===== src/design/conv_seq_pkg.sv =====
// Constants shared by the converter port sequencer
// Functional notes
// [RULE_01] Direction, start, read-enable low before conversion
// [RULE_02] Drive port outward, then present channel index
// [RULE_03] Pulse start high then low
// [RULE_04] Wait at least 120 us after start
// [RULE_05] Turn port inbound before reading result
// [RULE_06] Raise read-enable, capture byte from port
// [RULE_07] Lower read-enable, sequencer ready again
// [RULE_08] Eight channels, eight-bit unsigned results
// [RULE_09] Port is data bus, latch bits strobe
// [RULE_10] Both selects and transfer low before update
// [RULE_11] Pulse select zero with byte zero present
// [RULE_12] Pulse select one with byte one present
// [RULE_13] Loading latch leaves analog output unchanged
// [RULE_14] After both loads pulse shared transfer line
// [RULE_15] Input and output paths use disjoint lines
// [RULE_16] Latch bits follow software written levels
// [RULE_17] Output enable sets port data direction
// [RULE_18] Path select low, latch clocks unused
// [RULE_19] One operation, busy flag, no bus fight
// [RULE_20] Each strobe level held configurable cycles
package conv_seq_pkg;
    // ****************************************
    // Register map
    // ****************************************
    localparam int          ADDR_W      = 8;
    localparam logic [7:0]  OFS_CTRL    = 8'h00;
    localparam logic [7:0]  OFS_STATUS  = 8'h04;
    localparam logic [7:0]  OFS_CHAN    = 8'h08;
    localparam logic [7:0]  OFS_DAC0    = 8'h0C;
    localparam logic [7:0]  OFS_DAC1    = 8'h10;
    localparam logic [7:0]  OFS_RESULT  = 8'h14;
    localparam logic [7:0]  OFS_HOLD    = 8'h18;
    localparam logic [7:0]  OFS_LINES   = 8'h1C;
    // ****************************************
    // Field positions
    // ****************************************
    localparam int          CTRL_ADC    = 0;
    localparam int          CTRL_DAC    = 1;
    localparam int          ST_BUSY     = 0;
    localparam int          ST_DONE     = 1;
    localparam int          LN_SEL0     = 0;
    localparam int          LN_SEL1     = 1;
    localparam int          LN_DIR      = 2;
    localparam int          LN_LATCH_TO_OUTPUT_TRANSFER     = 3;
    localparam int          LN_START    = 6;
    localparam int          LN_RDEN     = 7;
    localparam logic [7:0]  LINES_MASK  = 8'hCF;
    localparam int          CHAN_W      = 3;
    // ****************************************
    // Reset values and responses
    // ****************************************
    localparam logic [7:0]  HOLD_RST    = 8'h04;
    localparam logic [1:0]  RESP_OKAY   = 2'h0;
    localparam logic [1:0]  RESP_SLVERR = 2'h2;
    // ****************************************
    // Timing
    // ****************************************
    localparam int          CLK_NS      = 100;
    localparam int          ADC_WAIT_NS = 120000;
    localparam int          ADC_WAIT_CYC = (ADC_WAIT_NS + CLK_NS - 1) / CLK_NS;
    localparam int          TMR_W       = 16;
endpackage


===== src/design/conv_port_seq.sv =====
// Converter port sequencer with AXI4-Lite registers
//
// Design decisions made here: the AXI4-Lite register port and the register offsets.
`timescale 1ns/1ps
module conv_port_seq #(
    parameter int HOLD_W = 8
) (
    input  wire logic                             clk,                  // 10 MHz clock
    input  wire logic                             rst_n,                // Async reset, low
    input  wire logic [conv_seq_pkg::ADDR_W-1:0]  s_axi_awaddr,         // Write address
    input  wire logic                             s_axi_awvalid,        // Write address valid
    output logic                                  s_axi_awready,        // Write address ready
    input  wire logic [31:0]                      s_axi_wdata,          // Write data
    input  wire logic [3:0]                       s_axi_wstrb,          // Byte enables
    input  wire logic                             s_axi_wvalid,         // Write data valid
    output logic                                  s_axi_wready,         // Write data ready
    output logic [1:0]                            s_axi_bresp,          // Write response
    output logic                                  s_axi_bvalid,         // Write response valid
    input  wire logic                             s_axi_bready,         // Write response ready
    input  wire logic [conv_seq_pkg::ADDR_W-1:0]  s_axi_araddr,         // Read address
    input  wire logic                             s_axi_arvalid,        // Read address valid
    output logic                                  s_axi_arready,        // Read address ready
    output logic [31:0]                           s_axi_rdata,          // Read data
    output logic [1:0]                            s_axi_rresp,          // Read response
    output logic                                  s_axi_rvalid,         // Read data valid
    input  wire logic                             s_axi_rready,         // Read data ready
    input  wire logic [7:0]                       port_data_in,         // Port lines, sensed
    output logic [7:0]                            port_data_out,        // Port lines, driven
    output logic                                  port_data_oe,         // Port lines driven
    output logic                                  port_output_enable,   // Port direction control
    output logic                                  port_direction_line,  // Direction latch bit
    output logic                                  adc_start_latch_line, // ADC start strobe
    output logic                                  adc_read_enable_line, // ADC output enable
    output logic                                  dac_zero_select_line, // DAC zero select
    output logic                                  dac_one_select_line,  // DAC one select
    output logic                                  dac_transfer_line,    // DAC shared transfer
    output logic                                  registered_path_select, // Held low
    output logic                                  outbound_latch_clock, // Unused, low
    output logic                                  inbound_latch_clock,  // Unused, low
    output logic                                  busy                  // Operation running
);
    import conv_seq_pkg::*;
    typedef enum logic [4:0] {
        S_IDLE, A_LOW, A_DIR, A_CHAN, A_STH, A_STL, A_WAIT, A_IN, A_RDH, A_RDL,
        D_LOW, D_B0, D_S0H, D_S0L, D_B1, D_S1H, D_S1L, D_XH, D_XL
    } state_t;
    initial begin
        if (HOLD_W < 1 || HOLD_W > TMR_W) $error("HOLD_W out of range");
        if (ADC_WAIT_CYC >= (1 << TMR_W)) $error("Timer too narrow for wait");
    end
    // ****************************************
    // Line and data decode per step
    // ****************************************
    function automatic logic [7:0] lines_of(state_t s, logic [7:0] man);
        logic [7:0] v;
        v = 8'h00;
        unique case (s)
            S_IDLE:                      v = man & LINES_MASK;            // RULE_16
            A_LOW, A_IN, A_RDL, D_LOW:   v = 8'h00;                      // RULE_01 RULE_05 RULE_07 RULE_10
            A_DIR, A_CHAN, A_STL, A_WAIT: v[LN_DIR] = 1'b1;              // RULE_02
            A_STH:                       v = 8'h44;                      // RULE_03
            A_RDH:                       v[LN_RDEN] = 1'b1;              // RULE_06
            D_B0, D_S0L, D_B1, D_S1L, D_XL: v[LN_DIR] = 1'b1;
            D_S0H:                       v = 8'h05;                      // RULE_11
            D_S1H:                       v = 8'h06;                      // RULE_12
            D_XH:                        v = 8'h0C;                      // RULE_13 RULE_14
        endcase
        return v;
    endfunction
    function automatic logic [7:0] data_of(state_t s, logic [7:0] chan, logic [7:0] b0,
                                           logic [7:0] b1, logic [7:0] cur);
        logic [7:0] v;
        v = cur;
        unique case (s)
            A_CHAN:              v = chan;                                // RULE_02
            D_B0:                v = b0;                                  // RULE_11
            D_B1:                v = b1;                                  // RULE_12
            default:             v = cur;
        endcase
        return v;
    endfunction
    // ****************************************
    // Registers
    // ****************************************
    state_t              state_q, state_d;
    logic [7:0]          lines_q, lines_d;
    logic [7:0]          data_q;
    logic                oe_q;
    logic [CHAN_W-1:0]   chan_q;
    logic [7:0]          dac0_q, dac1_q, result_q, manual_q;
    logic [HOLD_W-1:0]   hold_q;
    logic                done_q, busy_q;
    logic                aw_got_q, w_got_q;
    logic [ADDR_W-1:0]   awaddr_q;
    logic [31:0]         wdata_q;
    logic                wstrb0_q;
    logic                awready_q, wready_q, bvalid_q, arready_q, rvalid_q;
    logic [1:0]          bresp_q, rresp_q;
    logic [31:0]         rdata_q;
    // ****************************************
    // Bus decode
    // ****************************************
    wire aw_hs   = s_axi_awvalid && awready_q;
    wire w_hs    = s_axi_wvalid && wready_q;
    wire wr_fire = aw_got_q && w_got_q && !bvalid_q;
    wire wr_ok   = wr_fire && wstrb0_q;
    wire ar_hs   = s_axi_arvalid && arready_q;
    wire idle    = (state_q == S_IDLE);
    wire wr_ctrl = wr_ok && awaddr_q == OFS_CTRL;
    wire go_adc  = wr_ctrl && idle && wdata_q[CTRL_ADC];                  // RULE_19
    wire go_dac  = wr_ctrl && idle && wdata_q[CTRL_DAC] && !wdata_q[CTRL_ADC];
    wire wr_hit  = awaddr_q inside {OFS_CTRL, OFS_STATUS, OFS_CHAN, OFS_DAC0,
                                    OFS_DAC1, OFS_RESULT, OFS_HOLD, OFS_LINES};
    wire rd_hit  = s_axi_araddr inside {OFS_CTRL, OFS_STATUS, OFS_CHAN, OFS_DAC0,
                                        OFS_DAC1, OFS_RESULT, OFS_HOLD, OFS_LINES};
    wire [31:0] rd_mux =
        (s_axi_araddr == OFS_STATUS) ? {30'h0, done_q, !idle} :
        (s_axi_araddr == OFS_CHAN)   ? {29'h0, chan_q} :
        (s_axi_araddr == OFS_DAC0)   ? {24'h0, dac0_q} :
        (s_axi_araddr == OFS_DAC1)   ? {24'h0, dac1_q} :
        (s_axi_araddr == OFS_RESULT) ? {24'h0, result_q} :
        (s_axi_araddr == OFS_HOLD)   ? {{(32-HOLD_W){1'b0}}, hold_q} :
        (s_axi_araddr == OFS_LINES)  ? {24'h0, manual_q} : 32'h0;
    // ****************************************
    // Step timer
    // ****************************************
    logic              tmr_done, adv;
    wire [TMR_W-1:0]   hold_ext = TMR_W'(hold_q);
    wire [TMR_W-1:0]   hold_m1  = (hold_q == '0) ? '0 : hold_ext - 1'b1;  // RULE_20
    wire [TMR_W-1:0]   load_val = (state_d == A_WAIT) ? TMR_W'(ADC_WAIT_CYC - 1) : hold_m1; // RULE_04
    hold_timer #(.W(TMR_W)) u_timer (
        .clk      (clk),
        .rst_n    (rst_n),
        .load     (adv),
        .load_val (load_val),
        .done     (tmr_done)
    );
    // ****************************************
    // Sequencer
    // ****************************************
    always_comb begin
        state_d = state_q;
        adv     = 1'b0;
        if (go_adc || go_dac) begin                                       // RULE_19
            state_d = go_adc ? A_LOW : D_LOW;
            adv     = 1'b1;
        end else if (!idle && tmr_done) begin
            adv = 1'b1;
            unique case (state_q)
                A_LOW:   state_d = A_DIR;
                A_DIR:   state_d = A_CHAN;
                A_CHAN:  state_d = A_STH;
                A_STH:   state_d = A_STL;
                A_STL:   state_d = A_WAIT;
                A_WAIT:  state_d = A_IN;
                A_IN:    state_d = A_RDH;
                A_RDH:   state_d = A_RDL;
                D_LOW:   state_d = D_B0;
                D_B0:    state_d = D_S0H;
                D_S0H:   state_d = D_S0L;
                D_S0L:   state_d = D_B1;
                D_B1:    state_d = D_S1H;
                D_S1H:   state_d = D_S1L;
                D_S1L:   state_d = D_XH;
                D_XH:    state_d = D_XL;
                default: state_d = S_IDLE;
            endcase
        end
    end
    assign lines_d = lines_of(state_d, manual_q);
    wire capture   = (state_q == A_RDH) && tmr_done;                      // RULE_06
    always_ff @(posedge clk or negedge rst_n) begin
        if (!rst_n) begin
            state_q  <= S_IDLE;
            busy_q   <= 1'b0;
            lines_q  <= 8'h00;
            data_q   <= 8'h00;
            oe_q     <= 1'b0;
            result_q <= 8'h00;
            done_q   <= 1'b0;
        end else begin
            state_q  <= state_d;
            busy_q   <= (state_d != S_IDLE);                              // RULE_19
            lines_q  <= lines_d;                                          // RULE_09
            data_q   <= data_of(state_d, {5'h0, chan_q}, dac0_q, dac1_q, data_q);
            oe_q     <= lines_d[LN_DIR] && !lines_d[LN_RDEN];             // RULE_17 RULE_19
            if (capture) result_q <= port_data_in;                        // RULE_08
            if (capture) begin
                done_q <= 1'b1;
            end else if (wr_ok && awaddr_q == OFS_STATUS && wdata_q[ST_DONE]) begin
                done_q <= 1'b0;
            end
        end
    end
    // ****************************************
    // Register writes and bus handshakes
    // ****************************************
    always_ff @(posedge clk or negedge rst_n) begin
        if (!rst_n) begin
            chan_q    <= '0;
            dac0_q    <= 8'h00;
            dac1_q    <= 8'h00;
            manual_q  <= 8'h00;
            hold_q    <= HOLD_W'(HOLD_RST);
            aw_got_q  <= 1'b0;
            w_got_q   <= 1'b0;
            awaddr_q  <= '0;
            wdata_q   <= 32'h0;
            wstrb0_q  <= 1'b0;
            awready_q <= 1'b1;
            wready_q  <= 1'b1;
            bvalid_q  <= 1'b0;
            bresp_q   <= RESP_OKAY;
        end else begin
            if (aw_hs) begin
                aw_got_q  <= 1'b1;
                awaddr_q  <= s_axi_awaddr;
                awready_q <= 1'b0;
            end
            if (w_hs) begin
                w_got_q  <= 1'b1;
                wdata_q  <= s_axi_wdata;
                wstrb0_q <= s_axi_wstrb[0];
                wready_q <= 1'b0;
            end
            if (wr_fire) begin
                aw_got_q <= 1'b0;
                w_got_q  <= 1'b0;
                bvalid_q <= 1'b1;
                bresp_q  <= wr_hit ? RESP_OKAY : RESP_SLVERR;
            end
            if (bvalid_q && s_axi_bready) begin
                bvalid_q  <= 1'b0;
                awready_q <= 1'b1;
                wready_q  <= 1'b1;
            end
            if (wr_ok && awaddr_q == OFS_CHAN)  chan_q   <= wdata_q[CHAN_W-1:0]; // RULE_08
            if (wr_ok && awaddr_q == OFS_DAC0)  dac0_q   <= wdata_q[7:0];
            if (wr_ok && awaddr_q == OFS_DAC1)  dac1_q   <= wdata_q[7:0];
            if (wr_ok && awaddr_q == OFS_HOLD)  hold_q   <= wdata_q[HOLD_W-1:0];
            if (wr_ok && awaddr_q == OFS_LINES) manual_q <= wdata_q[7:0] & LINES_MASK; // RULE_16
        end
    end
    always_ff @(posedge clk or negedge rst_n) begin
        if (!rst_n) begin
            arready_q <= 1'b1;
            rvalid_q  <= 1'b0;
            rdata_q   <= 32'h0;
            rresp_q   <= RESP_OKAY;
        end else if (ar_hs) begin
            arready_q <= 1'b0;
            rvalid_q  <= 1'b1;
            rdata_q   <= rd_mux;
            rresp_q   <= rd_hit ? RESP_OKAY : RESP_SLVERR;
        end else if (rvalid_q && s_axi_rready) begin
            arready_q <= 1'b1;
            rvalid_q  <= 1'b0;
        end
    end
    // ****************************************
    // Outputs
    // ****************************************
    assign s_axi_awready          = awready_q;
    assign s_axi_wready           = wready_q;
    assign s_axi_bvalid           = bvalid_q;
    assign s_axi_bresp            = bresp_q;
    assign s_axi_arready          = arready_q;
    assign s_axi_rvalid           = rvalid_q;
    assign s_axi_rdata            = rdata_q;
    assign s_axi_rresp            = rresp_q;
    assign port_data_out          = data_q;
    assign port_data_oe           = oe_q;
    assign port_output_enable     = lines_q[LN_DIR];
    assign port_direction_line    = lines_q[LN_DIR];
    assign adc_start_latch_line   = lines_q[LN_START];
    assign adc_read_enable_line   = lines_q[LN_RDEN];
    assign dac_zero_select_line   = lines_q[LN_SEL0];
    assign dac_one_select_line    = lines_q[LN_SEL1];
    assign dac_transfer_line      = lines_q[LN_LATCH_TO_OUTPUT_TRANSFER];
    assign registered_path_select = lines_q[4];                           // RULE_18
    assign outbound_latch_clock   = lines_q[5];
    assign inbound_latch_clock    = lines_q[5];
    assign busy                   = busy_q;
    // ****************************************
    // Checks
    // ****************************************
    logic [TMR_W-1:0] since_start_q;
    always_ff @(posedge clk or negedge rst_n) begin
        if (!rst_n) begin
            since_start_q <= '0;
        end else if (adc_start_latch_line) begin
            since_start_q <= '0;
        end else if (since_start_q != '1) begin
            since_start_q <= since_start_q + 1'b1;
        end
    end
    a_low_before_conv: assert property (@(posedge clk) disable iff (!rst_n) // RULE_01
        state_q == A_LOW |-> !port_direction_line && !adc_start_latch_line && !adc_read_enable_line)
        else $error("ADC lines not low at start");
    a_chan_on_bus: assert property (@(posedge clk) disable iff (!rst_n) // RULE_02
        (busy && $rose(adc_start_latch_line)) |-> port_data_oe && port_data_out == {5'h0, chan_q})
        else $error("Channel not on bus at start");
    a_start_returns: assert property (@(posedge clk) disable iff (!rst_n) // RULE_03
        (busy && $rose(adc_start_latch_line)) |-> ##[1:300] !adc_start_latch_line)
        else $error("Start strobe stuck high");
    a_conv_wait: assert property (@(posedge clk) disable iff (!rst_n) // RULE_04
        (busy && $rose(adc_read_enable_line)) |-> since_start_q >= TMR_W'(ADC_WAIT_CYC))
        else $error("Result read too early");
    a_no_bus_fight: assert property (@(posedge clk) disable iff (!rst_n) // RULE_19
        adc_read_enable_line |-> !port_data_oe && !(busy && port_direction_line))
        else $error("Port driven while ADC enabled");
    a_capture_byte: assert property (@(posedge clk) disable iff (!rst_n) // RULE_06
        capture |=> result_q == $past(port_data_in) && done_q)
        else $error("Result byte not captured");
    a_rden_release: assert property (@(posedge clk) disable iff (!rst_n) // RULE_07
        (busy && $rose(adc_read_enable_line)) |-> ##[1:300] !adc_read_enable_line)
        else $error("Read enable not released");
    a_sel0_data: assert property (@(posedge clk) disable iff (!rst_n) // RULE_11
        (busy && $rose(dac_zero_select_line)) |-> port_data_oe && port_data_out == dac0_q)
        else $error("DAC zero byte missing at select");
    a_sel1_data: assert property (@(posedge clk) disable iff (!rst_n) // RULE_12
        (busy && $rose(dac_one_select_line)) |-> port_data_out == dac1_q && !dac_zero_select_line)
        else $error("DAC one byte missing at select");
    a_latch_to_output_transfer_after: assert property (@(posedge clk) disable iff (!rst_n) // RULE_14
        (busy && $rose(dac_transfer_line)) |-> !dac_zero_select_line && !dac_one_select_line
            && $past(dac_one_select_line, 2) == 1'b0)
        else $error("Transfer overlaps a select");
    a_lines_disjoint: assert property (@(posedge clk) disable iff (!rst_n) // RULE_15
        busy |-> !((dac_zero_select_line || dac_one_select_line || dac_transfer_line)
                   && (adc_start_latch_line || adc_read_enable_line)))
        else $error("ADC and DAC lines overlap");
    a_manual_follow: assert property (@(posedge clk) disable iff (!rst_n) // RULE_16
        (!busy && $past(!busy)) |-> lines_q == $past(manual_q))
        else $error("Idle lines differ from software value");
    a_path_low: assert property (@(posedge clk) disable iff (!rst_n) // RULE_18
        !registered_path_select && !outbound_latch_clock && !inbound_latch_clock)
        else $error("Unused port controls not low");
endmodule


===== src/design/hold_timer.sv =====
// Down counter that times each sequencer step
`timescale 1ns/1ps
module hold_timer #(
    parameter int W = 16
) (
    input  wire logic         clk,      // System clock
    input  wire logic         rst_n,    // Async reset, low
    input  wire logic         load,     // Start a new interval
    input  wire logic [W-1:0] load_val, // Cycles minus one
    output logic              done      // Interval over
);
    logic [W-1:0] cnt_q;

    initial begin
        if (W < 2) $error("hold_timer width too small");
    end

    assign done = (cnt_q == '0);

    always_ff @(posedge clk or negedge rst_n) begin
        if (!rst_n) begin
            cnt_q <= '0;
        end else if (load) begin
            cnt_q <= load_val;
        end else if (!done) begin
            cnt_q <= cnt_q - 1'b1;
        end
    end
endmodule


===== config.mk =====
export PLATFORM = sky130hd
export DESIGN_NAME = conv_port_seq
export DESIGN_NICKNAME = d
export VERILOG_FILES = /design/src/design/conv_seq_pkg.sv /design/src/design/conv_port_seq.sv /design/src/design/hold_timer.sv
export SDC_FILE = /design/constraint.sdc
export NUM_CORES = 1
export LEC_CHECK = 0
export ABC_AREA = 1
export BUFFER_PORTS_ARGS = -buffer_cell sky130_fd_sc_hd__buf_2
export CORE_ASPECT_RATIO = 0.5
export CORE_UTILIZATION = 55
export DETAILED_ROUTE_END_ITERATION = 16
export PLACE_DENSITY = 0.8
export SYNTH_ARGS = -nofsm -noshare
export SYNTH_HDL_FRONTEND = slang
export SYNTH_SLANG_ARGS = --single-unit

===== constraint.sdc =====
create_clock -name clk -period 2.4 [get_ports clk]
set_clock_uncertainty 0.05 [all_clocks]
set_input_delay 0.24 -clock clk [delete_from_list [all_inputs] [get_ports clk]]
set_output_delay 0.24 -clock clk [all_outputs]
set_load 0.05 [all_outputs]

==> flow_metrics.py, run 1 <==
metrics = {
    "synthesis": {
        "synth_mux_area_frac": 0,
        "synth_area_um2": 6170,
        "synth_top_area_cell": "dfrtp_1",
        "synthSimpleGateAreaFrac": 0.276,
        "synth_cell_types": 40,
        "async_flop_share": 1.00,
        "yosysWarnings": 0,
        "synth_xor_area_frac": 0.0199,
        "synth_top_area_frac": 0.442,
        "ys_seq_area_frac": 0.459,
        "synth-compound-area-share": 0.122,
        "synthCells": 759,
        "ys.flop_type": "dfrtp_1",
        "synth-seq-cells": 113,
        "synthAdderAreaFrac": 0.0182,
        "synth.avg_cell_area_um2": 8.14,
        "synth_edf_count": 0,
        "synth_top_family_by_area": "simple AND/OR/NAND/NOR gates",
        "synth_area_leaders": "dfrtp_1, nand2_1, o21ai_0",
    },
    "global_routing": {
        "grt_pass1_vias": 5459,
        "grt_overflow": 0,
        "antenna_found_initial": 0,
        "grt_pass1_wl_um": 26900,
        "grt_max_degree": 57,
        "grtUsageTotal": 0.298,
    },
    "floorplan": {
        "start_util": 0.586,
        "rows": 26,
        "die_w_um": 152,
        "core_um2": 10500,
        "boundaryPins": 128,
        "die_h_um": 76.9,
        "design.die.area_um2": 11700,
    },
    "run_status": {
        "outcome": "completed",
    },
    "setup_path": {
        "r2r_slack_ps": 60,
        "critPathRequiredTime_ps": 2650,
        "slowest_stage": "dfrtp_1",
        "critPathKind": "reg -> reg",
        "path_cells": "nor2_4 > nand3_4 > inv_4 > nand4_1 > nand3_2 > nand2_4 > nor2_4 > nand3_4 > buf_4 > nand3_1 > o221ai_2",
        "start_kind": "flop",
        "cpPeakStageDelay_ps": 480,
        "r2r_end": "port_data_out[3]",
        "endpoint_kind": "flop",
        "crit_fanout": 10,
        "cp.arrival_ps": 2580,
        "timing.rr.start": "state_q[2]",
        "reg2regPathDepth": 11,
    },
    "sta": {
        "hold_slack_ps": 2.31,
        "tightest_slew_ps": 512,
        "rsz0062_at_grt": "true",
        "maxSlewHeadroom": 0.658,
        "slew_violations": 0,
        "min_period_over_period": 0.975,
        "finalSetupTns_ps": 0,
        "finalCriticalPeriod_ps": 2340,
        "finalHoldViolCount": 0,
        "fmax_mhz": 428,
        "setup_viol_count_final": 0,
    },
    "detailed_routing": {
        "wl_per_cell_um": 16.0,
        "routed-via-count": 5667,
        "viasPerCell": 5.43,
        "initialDrtViolationCount": 490,
        "drc_errors": 0,
        "drt_first_pass_iters": 7,
        "drt-total-wl_um": 16700,
        "ant_nets": 0,
    },
    "worst_hold_path": {
        "min_to": "wdata_q[0]",
        "whs_path_depth": 3,
        "hp-start": "s_axi_wdata[0]",
        "hold_class": "in -> reg",
    },
    "clocking": {
        "max-clock-path-buffers": 2,
        "htree_levels": 4,
        "cts_made_buffers": 17,
        "path_clk_slew_ps": 60,
        "insertion_delay_ps": 420,
        "cts_tree": "done",
        "cts.sinks": 113,
        "cts-root-buf": "clkbuf_16",
    },
    "power": {
        "p_int_mw": 4.81,
        "powerDensity_nw_per_um2": 1050,
        "pwr-share-comb": 0.345,
        "switchingPower_mw": 3.30,
        "vdd_drop_max_mv": 0.734,
        "p_sw_frac": 0.407,
        "finalPower_mw": 8.11,
        "p_leak_nw": 3.87,
        "p_seq_frac": 0.343,
        "clkPwrFrac": 0.313,
    },
    "finish": {
        "layout_common_cells": "nand2_1, dfrtp_1, inv_1",
        "layout_commonest_cell": "nand2_1",
        "nNetsFinal": 967,
        "num_antenna_cells": 0,
        "drive_above_1_share": 0.221,
        "area.growth.synth_to_final_pct": 24.9,
        "post-route-util": 0.731,
    },
    "place": {
        "dp_hpwl_um": 11200,
        "place.gp.congestion": 0.951,
        "portBuffers": 71,
    },
    "job": {
        "maxCapViolCount": 0,
    },
}
## registers in the layout, summed over array words and instances (netlist names), 3 cells and up
register and cells:
awaddr_q 8, chan_q 3, dac0_q 8, dac1_q 8
hold_q 8, lines_q 6, manual_q 6, port_data_out 8
result_q 8, s_axi_rdata 8, state_q 5, u_timer.cnt_q 16
wdata_q 8
## worst max-delay path: cells and delay by family (launching register included)
kind,cells,cell delay (ps)
and+or+nand+nor,8,1240
DFF,1,480
buffers and inverters,2,350
AOI/OAI and AO/OA,1,90
## routing by layer
metal	part of all wire	wire length, µm	track usage	vias to the layer above
met1	0.41	6920	0.388	2657
li1	-	-	-	2683
met2	0.48	7950	0.485	286
met3	0.085	1420	0.0729	41
met5	0	0	0	-
met4	0.024	397	0.110	0
## timing repair
| action | 4_1_cts | 5_1_grt |
|---|---|---|
| hold buffers | 26 | 0 |
| setup buffers | 0 | 4 |
| setup endpoints to repair | 1 | 17 |
| pin swaps | 0 | 10 |
| hold endpoints to repair | 52 | 0 |
| resized for setup | 1 | 17 |
## kinds of logic after synthesis
family                   after synthesis
flip-flops                           113
AND/OR/NAND/NOR                      356
XOR/XNOR                              14
AO/OA/AOI/OAI                        129
other                                  1
buffers and inverters                137
adder cells (fa/ha/maj)                9
## power groups by stage
stage	combinational [mW]	sequential, mW	clock (mW)
6_report	2.79	2.78	2.54
5_1_grt	3.06	2.83	2.65
4_1_cts	2.67	2.76	2.55
3_5_place_dp	2.59	2.78	0
3_3_place_gp	2.52	2.76	0
2_1_floorplan	1.58	3.07	0
## worst max-delay path by stage
| stage | from | to | slack (ps) | cells after the start |
|---|---|---|---|---|
| final | state_q[2] | port_data_out[3] | 60 | 11 |
| after detailed placement | state_q[0] | port_data_oe | 3 | 10 |
| after floorplan | s_axi_bvalid | port_data_out[3] | 250 | 13 |
| after CTS | s_axi_bvalid | port_data_oe | 10 | 11 |
| after global placement | state_q[0] | port_data_oe | 90 | 10 |
| after global routing | s_axi_bvalid | port_data_oe | -70 | 11 |
## cell usage after synthesis, types with 2 or more instances
master / count
nand2_1: 195
dfrtp_1: 109
inv_1: 89
o21ai_0: 76
nor2_1: 52
nand3_1: 39
buf_4: 30
a21oi_1: 19
nand4_1: 14
nor3_1: 14
xor2_1: 12
nor2_2: 10
o22ai_1: 10
clkbuf_1: 9
ha_1: 9
nor2_4: 9
nand3_2: 7
nand2_4: 5
o221ai_2: 5
dfstp_2: 4
inv_2: 4
nand2_2: 4
nand3_4: 4
o211ai_1: 4
o21ai_1: 3
o221ai_1: 3
a211oi_1: 2
a221oi_1: 2
buf_6: 2
inv_4: 2
o31ai_1: 2
xnor2_1: 2
## cell type report
type | instances | area (µm²)
Sequential cell | 113 | 2830
Clock inverter | 13 | 151
Tap cell | 140 | 175
Multi-Input combinational cell | 537 | 2870
Clock buffer | 19 | 443
Timing Repair Buffer | 126 | 873
Fill cell | 780 | 2830
Inverter | 96 | 365
## through the flow
stage                     setup WS [ps]  cell area (µm²)  cells
final                              61.0             7710   1044
after global routing              -67.2             7710   1044
after CTS                          14.3             7620   1040
after detailed placement           3.07             6760    982
after global placement             94.2             6760    982
after floorplan                     250             6280    787
Power figures use the tool's default switching activity.
==> run 2, diff against run 1 <==
- CORE_UTILIZATION: 55 -> 53
- PLACE_DENSITY: 0.8 -> 0.78
==> run 2 against run 1 <==
Fmax shrank 0.32%. Hold slack got worse by 1.9 ps. Non-clock buffer count increased by 1. Global-route usage shrank 2.0 points. Critical path type unchanged.
==> flow_metrics.py, run 2 (same netlist as run 1, synthesis figures left out) <==
metrics = {
    "run_status": {
        "outcome": "completed",
    },
    "setup_path": {
        "critPathLaunch": "state_q[3]",
        "endpoint_kind": "flop",
        "cp.arrival_ps": 2630,
        "path_cells": "nor2_4 > nand3_4 > inv_4 > nand4_1 > nand3_2 > nand2_4 > nor2_4 > buf_4 > nand4_1 > nand3_1 > a21oi_2 > nor2_1",
        "slowest_stage": "dfrtp_1",
        "start_kind": "flop",
        "crit_fanout": 9,
        "critPathKind": "reg -> reg",
        "path_delay_family": "simple AND/OR/NAND/NOR gates",
        "timing.rr.start": "state_q[3]",
        "critPathRequiredTime_ps": 2680,
        "cp_num_buf_inv": 2,
        "cpPeakStageDelay_ps": 440,
    },
    "sta": {
        "finalSetupTns_ps": 0,
        "slew_violations": 0,
        "finalHoldViolCount": 0,
        "rsz0062_at_grt": "true",
        "tightest_slew_ps": 599,
        "setup_viol_count_final": 0,
        "maxSlewHeadroom": 0.601,
        "min_period_over_period": 0.978,
        "finalCriticalPeriod_ps": 2350,
        "layout_setup_ws_ps": 53.6,
        "fmax_mhz": 426,
    },
    "floorplan": {
        "die_w_um": 155,
        "boundaryPins": 128,
        "design.die.area_um2": 12100,
        "rows": 27,
        "start_util": 0.552,
        "core_um2": 11200,
        "die_h_um": 78.3,
    },
    "finish": {
        "layout_commonest_cell": "nand2_1",
        "nFillCells": 828,
        "multiInputGateArea_um2": 2870,
        "nNetsFinal": 968,
        "layout_common_cells": "nand2_1, dfrtp_1, inv_1",
        "largest_reg_flops": 16,
        "drive_above_1_share": 0.225,
        "area.growth.synth_to_final_pct": 25.1,
        "regMostFlops": "u_timer.cnt_q",
        "fin_area_um2": 7720,
        "regArea_um2": 2830,
        "post-route-util": 0.691,
        "num_antenna_cells": 0,
    },
    "global_routing": {
        "grt_pass1_wl_um": 25500,
        "grtUsageTotal": 0.277,
        "grt_pass1_vias": 5220,
        "grt_max_degree": 48,
        "antenna_found_initial": 0,
        "grt_overflow": 0,
    },
    "detailed_routing": {
        "ant_nets": 0,
        "viasPerCell": 5.34,
        "wl_per_cell_um": 14.9,
        "drt_first_pass_iters": 5,
        "routed-via-count": 5679,
        "drc_errors": 0,
        "initialDrtViolationCount": 392,
        "drt-total-wl_um": 15900,
    },
    "power": {
        "powerDensity_nw_per_um2": 1030,
        "p_leak_nw": 3.86,
        "vdd_drop_max_mv": 0.618,
    },
    "clocking": {
        "htree_levels": 4,
        "cts-root-buf": "clkbuf_16",
        "cts_tree": "done",
        "max-clock-path-buffers": 2,
        "path_clk_slew_ps": 50,
        "cts_made_buffers": 17,
        "insertion_delay_ps": 420,
        "cts.sinks": 113,
    },
    "place": {
        "placed_area_um2": 6750,
        "dp_hpwl_um": 11000,
        "place.gp.congestion": 0.951,
        "portBuffers": 71,
        "dp_slack_ps": 52.2,
    },
    "worst_hold_path": {
        "hp-start": "s_axi_wstrb[0]",
        "hold_class": "in -> reg",
    },
    "job": {
        "maxCapViolCount": 0,
    },
}
## run 2: worst paths after layout
path	depth (start not counted)	to	slack [ps]
max	12	port_data_out[2]	50
min	3	wstrb0_q	0.4
max reg2reg	12	port_data_out[2]	50
min reg2reg	2	result_q[2]	430
max in group asynchronous	3	state_q[2]	1220
min in group asynchronous	2	awaddr_q[0]	320
## run 2: stage by stage
stage	total power, mW	hold slack [ps]	cells
2_1_floorplan	4.65	-106	787
3_3_place_gp	5.25	230	998
3_5_place_dp	5.35	231	998
4_1_cts	7.87	0.475	1058
5_1_grt	8.41	9.24	1064
6_report	7.96	0.372	1064
## run 2: worst min-delay path: cells and delay by family
family                 cells  cell delay, ps
buffers and inverters      1              80
and+or+nand+nor            1              40
AOI/OAI and AO/OA          1              70
## run 2: power breakdown
part	total, mW	switching (mW)	internal [mW]
combinational	2.73	1.90	0.826
sequential	2.77	0.369	2.40
clock	2.47	0.910	1.56
## run 2: layer usage
layer  global-route usage  routed length, µm  vias to the layer above
met3               0.0641               1030                       43
met2                0.451               7340                      245
met1                0.364               7100                     2705
met5                    0                  0                        -
li1                     -                  -                     2686
met4                0.104                407                        0
## run 2: area by class of cell
type	instances	share of cell area
clock inverters	12	0.0175
flip-flops and latches	113	0.367
well taps	159	0.0258
clock buffers	20	0.0578
repair buffers	127	0.114
inverters	96	0.0473
multi-input cells	537	0.371
## run 2: timing repair
| item | in CTS | in global routing |
|---|---|---|
| hold buffers | 28 | 0 |
| buffers inserted | 0 | 6 |
| setup endpoints to repair | 0 | 18 |
| gates resized for setup | 0 | 22 |
| endpoints found under the hold margin | 71 | 0 |
==> run 3, diff against run 2 <==
- SETUP_SLACK_MARGIN: default -> 0.5
==> run 3 against run 2 <==
The flow now finishes with violations (negative setup slack). Clock power is 5% higher. Critical path depth is 2 higher. Die area stayed put. Hold slack better by 9.4 ps. Sequential cell count stayed put. Sequential power is 2% higher. Global-route usage is 3.6 points higher. Cell count is 4.3% higher. Worst setup slack worse by 97 ps. First-iteration DRC count grew to 2.6 times the previous value. Fmax is 4.0% lower. Critical path type unchanged. Critical endpoint is now port_data_out[0]. Largest power group is now combinational cells. Highest routed layer unchanged.
==> flow_metrics.py, run 3 (same netlist as run 1, synthesis figures left out) <==
metrics = {
    "run_status": {
        "outcome": "finished, violations left",
        "violations": "negative setup slack",
    },
    "floorplan": {
        "core_um2": 11200,
        "boundaryPins": 128,
        "rows": 27,
        "die_w_um": 155,
        "start_util": 0.552,
        "design.die.area_um2": 12100,
        "die_h_um": 78.3,
    },
    "power": {
        "pwr-share-comb": 0.402,
        "p_seq_frac": 0.312,
        "clkPwrFrac": 0.286,
        "finalPower_mw": 9.06,
        "switchingPower_mw": 3.90,
        "p_sw_frac": 0.431,
        "p_leak_nw": 4.20,
        "p_int_mw": 5.16,
        "vdd_drop_max_mv": 0.558,
        "powerDensity_nw_per_um2": 1050,
    },
    "place": {
        "dp_hpwl_um": 10900,
        "place_inst": 991,
        "portBuffers": 71,
        "placed_area_um2": 6750,
        "place.gp.congestion": 0.955,
    },
    "clocking": {
        "cts_tree": "done",
        "htree_levels": 4,
        "cts-root-buf": "clkbuf_16",
        "insertion_delay_ps": 440,
        "path_clk_slew_ps": 60,
        "cts.sinks": 113,
        "cts_made_buffers": 17,
        "max-clock-path-buffers": 2,
    },
    "setup_path": {
        "critPathLaunch": "awaddr_q[2]",
        "path_cells": "nor2_1 > nand2_2 > nor2_4 > nand2_1 > nor2_4 > o21ai_2 > nand2_1 > nand2_2 > nor2_4 > nand3_4 > nand2_4 > nand3_2 > a21oi_2 > nor2_1",
        "timing.rr.start": "awaddr_q[2]",
        "cp_num_buf_inv": 0,
        "cp.arrival_ps": 2710,
        "cpPeakStageDelay_ps": 440,
        "critPathKind": "reg -> reg",
        "start_kind": "flop",
        "crit_top_cell": "nor2_4",
        "critPathRequiredTime_ps": 2670,
        "path_delay_family": "simple AND/OR/NAND/NOR gates",
        "endpoint_kind": "flop",
        "crit_fanout": 6,
        "slowest_stage": "dfrtp_1",
    },
    "sta": {
        "maxSlewHeadroom": 0.610,
        "fmax_mhz": 409,
        "min_period_over_period": 1.02,
        "layout_setup_ws_ps": -43.5,
        "tightest_slew_ps": 584,
        "finalHoldViolCount": 0,
        "slew_violations": 0,
        "finalCriticalPeriod_ps": 2440,
        "setup_viol_count_final": 8,
        "finalSetupTns_ps": -159,
        "rsz0062_at_grt": "true",
    },
    "finish": {
        "layout_commonest_cell": "nand2_1",
        "fin_area_um2": 8610,
        "largest_reg_flops": 16,
        "area.growth.synth_to_final_pct": 39.4,
        "final_cells": 1110,
        "drive_above_1_share": 0.335,
        "nNetsFinal": 1014,
        "num_antenna_cells": 0,
        "layout_common_cells": "nand2_1, dfrtp_1, inv_1",
        "regMostFlops": "u_timer.cnt_q",
    },
    "global_routing": {
        "grt_overflow": 0,
        "grt_pass1_vias": 5698,
        "grt_pass1_wl_um": 28900,
        "antenna_found_initial": 0,
        "grtUsageTotal": 0.313,
        "grt_max_degree": 69,
    },
    "detailed_routing": {
        "drt_first_pass_iters": 9,
        "ant_nets": 0,
        "drc_errors": 0,
        "drt-total-wl_um": 22100,
        "initialDrtViolationCount": 1004,
        "routed-via-count": 6659,
        "wl_per_cell_um": 19.9,
        "viasPerCell": 6.00,
    },
    "worst_hold_path": {
        "hold_class": "in -> reg",
        "hp-start": "s_axi_wdata[3]",
    },
    "job": {
        "maxCapViolCount": 0,
    },
}
[run 3: cell count changes in the layout (fill, tap and decap cells not counted), moves of 5 or more]
cell     previous run  this run
nand2_1           191       172
nor2_1             47        38
inv_1              87        81
nand3_2             9        14
nand2_2             8        25
nor2_4             10        22
buf_6               1        12
buf_4              26        56
nand3_1            37        25
nand3_4             4        11
[run 3: worst paths after layout]
kind                       depth (start not counted)  slack, ps          endpoint
max reg2reg                                       14        -40  port_data_out[0]
max                                               14        -40  port_data_out[0]
min                                                3         10        wdata_q[3]
max in group asynchronous                          3       1440        state_q[0]
min in group asynchronous                          2        180      s_axi_bvalid
min reg2reg                                        2        430    s_axi_rdata[7]
[run 3: per-layer routing]
| metal | global-route usage | part of all wire | vias up |
|---|---|---|---|
| li1 | - | - | 2779 |
| met1 | 0.410 | 0.36 | 3083 |
| met2 | 0.509 | 0.44 | 608 |
| met3 | 0.0801 | 0.13 | 189 |
| met4 | 0.110 | 0.066 | 0 |
| met5 | 0 | 0 | - |
[run 3: worst min-delay path, delay by kind of cell]
family / cells / cell delay, ps
AO/OA/AOI/OAI: 1 / 80
buffers and inverters: 1 / 80
AND/OR/NAND/NOR: 1 / 50
[run 3: what timing repair did]
item / in CTS / in global routing
pin swaps: 50 / 32
setup endpoints to repair: 27 / 39
hold buffers: 28 / 0
gates cloned: 0 / 1
setup buffers: 33 / 25
endpoints found under the hold margin: 48 / 0
resized for setup: 60 / 62
[run 3: layout make-up]
class | instances | area [µm²]
multi-input combinational | 537 | 3290
sequential | 113 | 2840
fill | 615 | 2580
timing repair buffer | 173 | 1330
clock buffer | 18 | 429
inverter | 96 | 373
tap | 159 | 199
clock inverter | 14 | 156
[run 3: power by group through the flow]
stage	Sequential (mW)	Combinational, mW	Clock, mW
2_1_floorplan	3.08	1.61	0
3_3_place_gp	2.77	2.50	0
3_5_place_dp	2.78	2.57	0
4_1_cts	2.76	3.08	2.54
6_report	2.83	3.65	2.59
5_1_grt	2.87	3.87	2.66
[run 3: stage by stage]
step / hold slack (ps) / utilization / worst slack, ps
CTS: 17.9 / 0.727 / 236
detailed placement: 99.6 / 0.603 / 83.9
global route: 48.6 / 0.770 / -143
floorplan: -106 / - / 364
finish: 9.74 / 0.770 / -43.5
global placement: 95.8 / 0.603 / 137
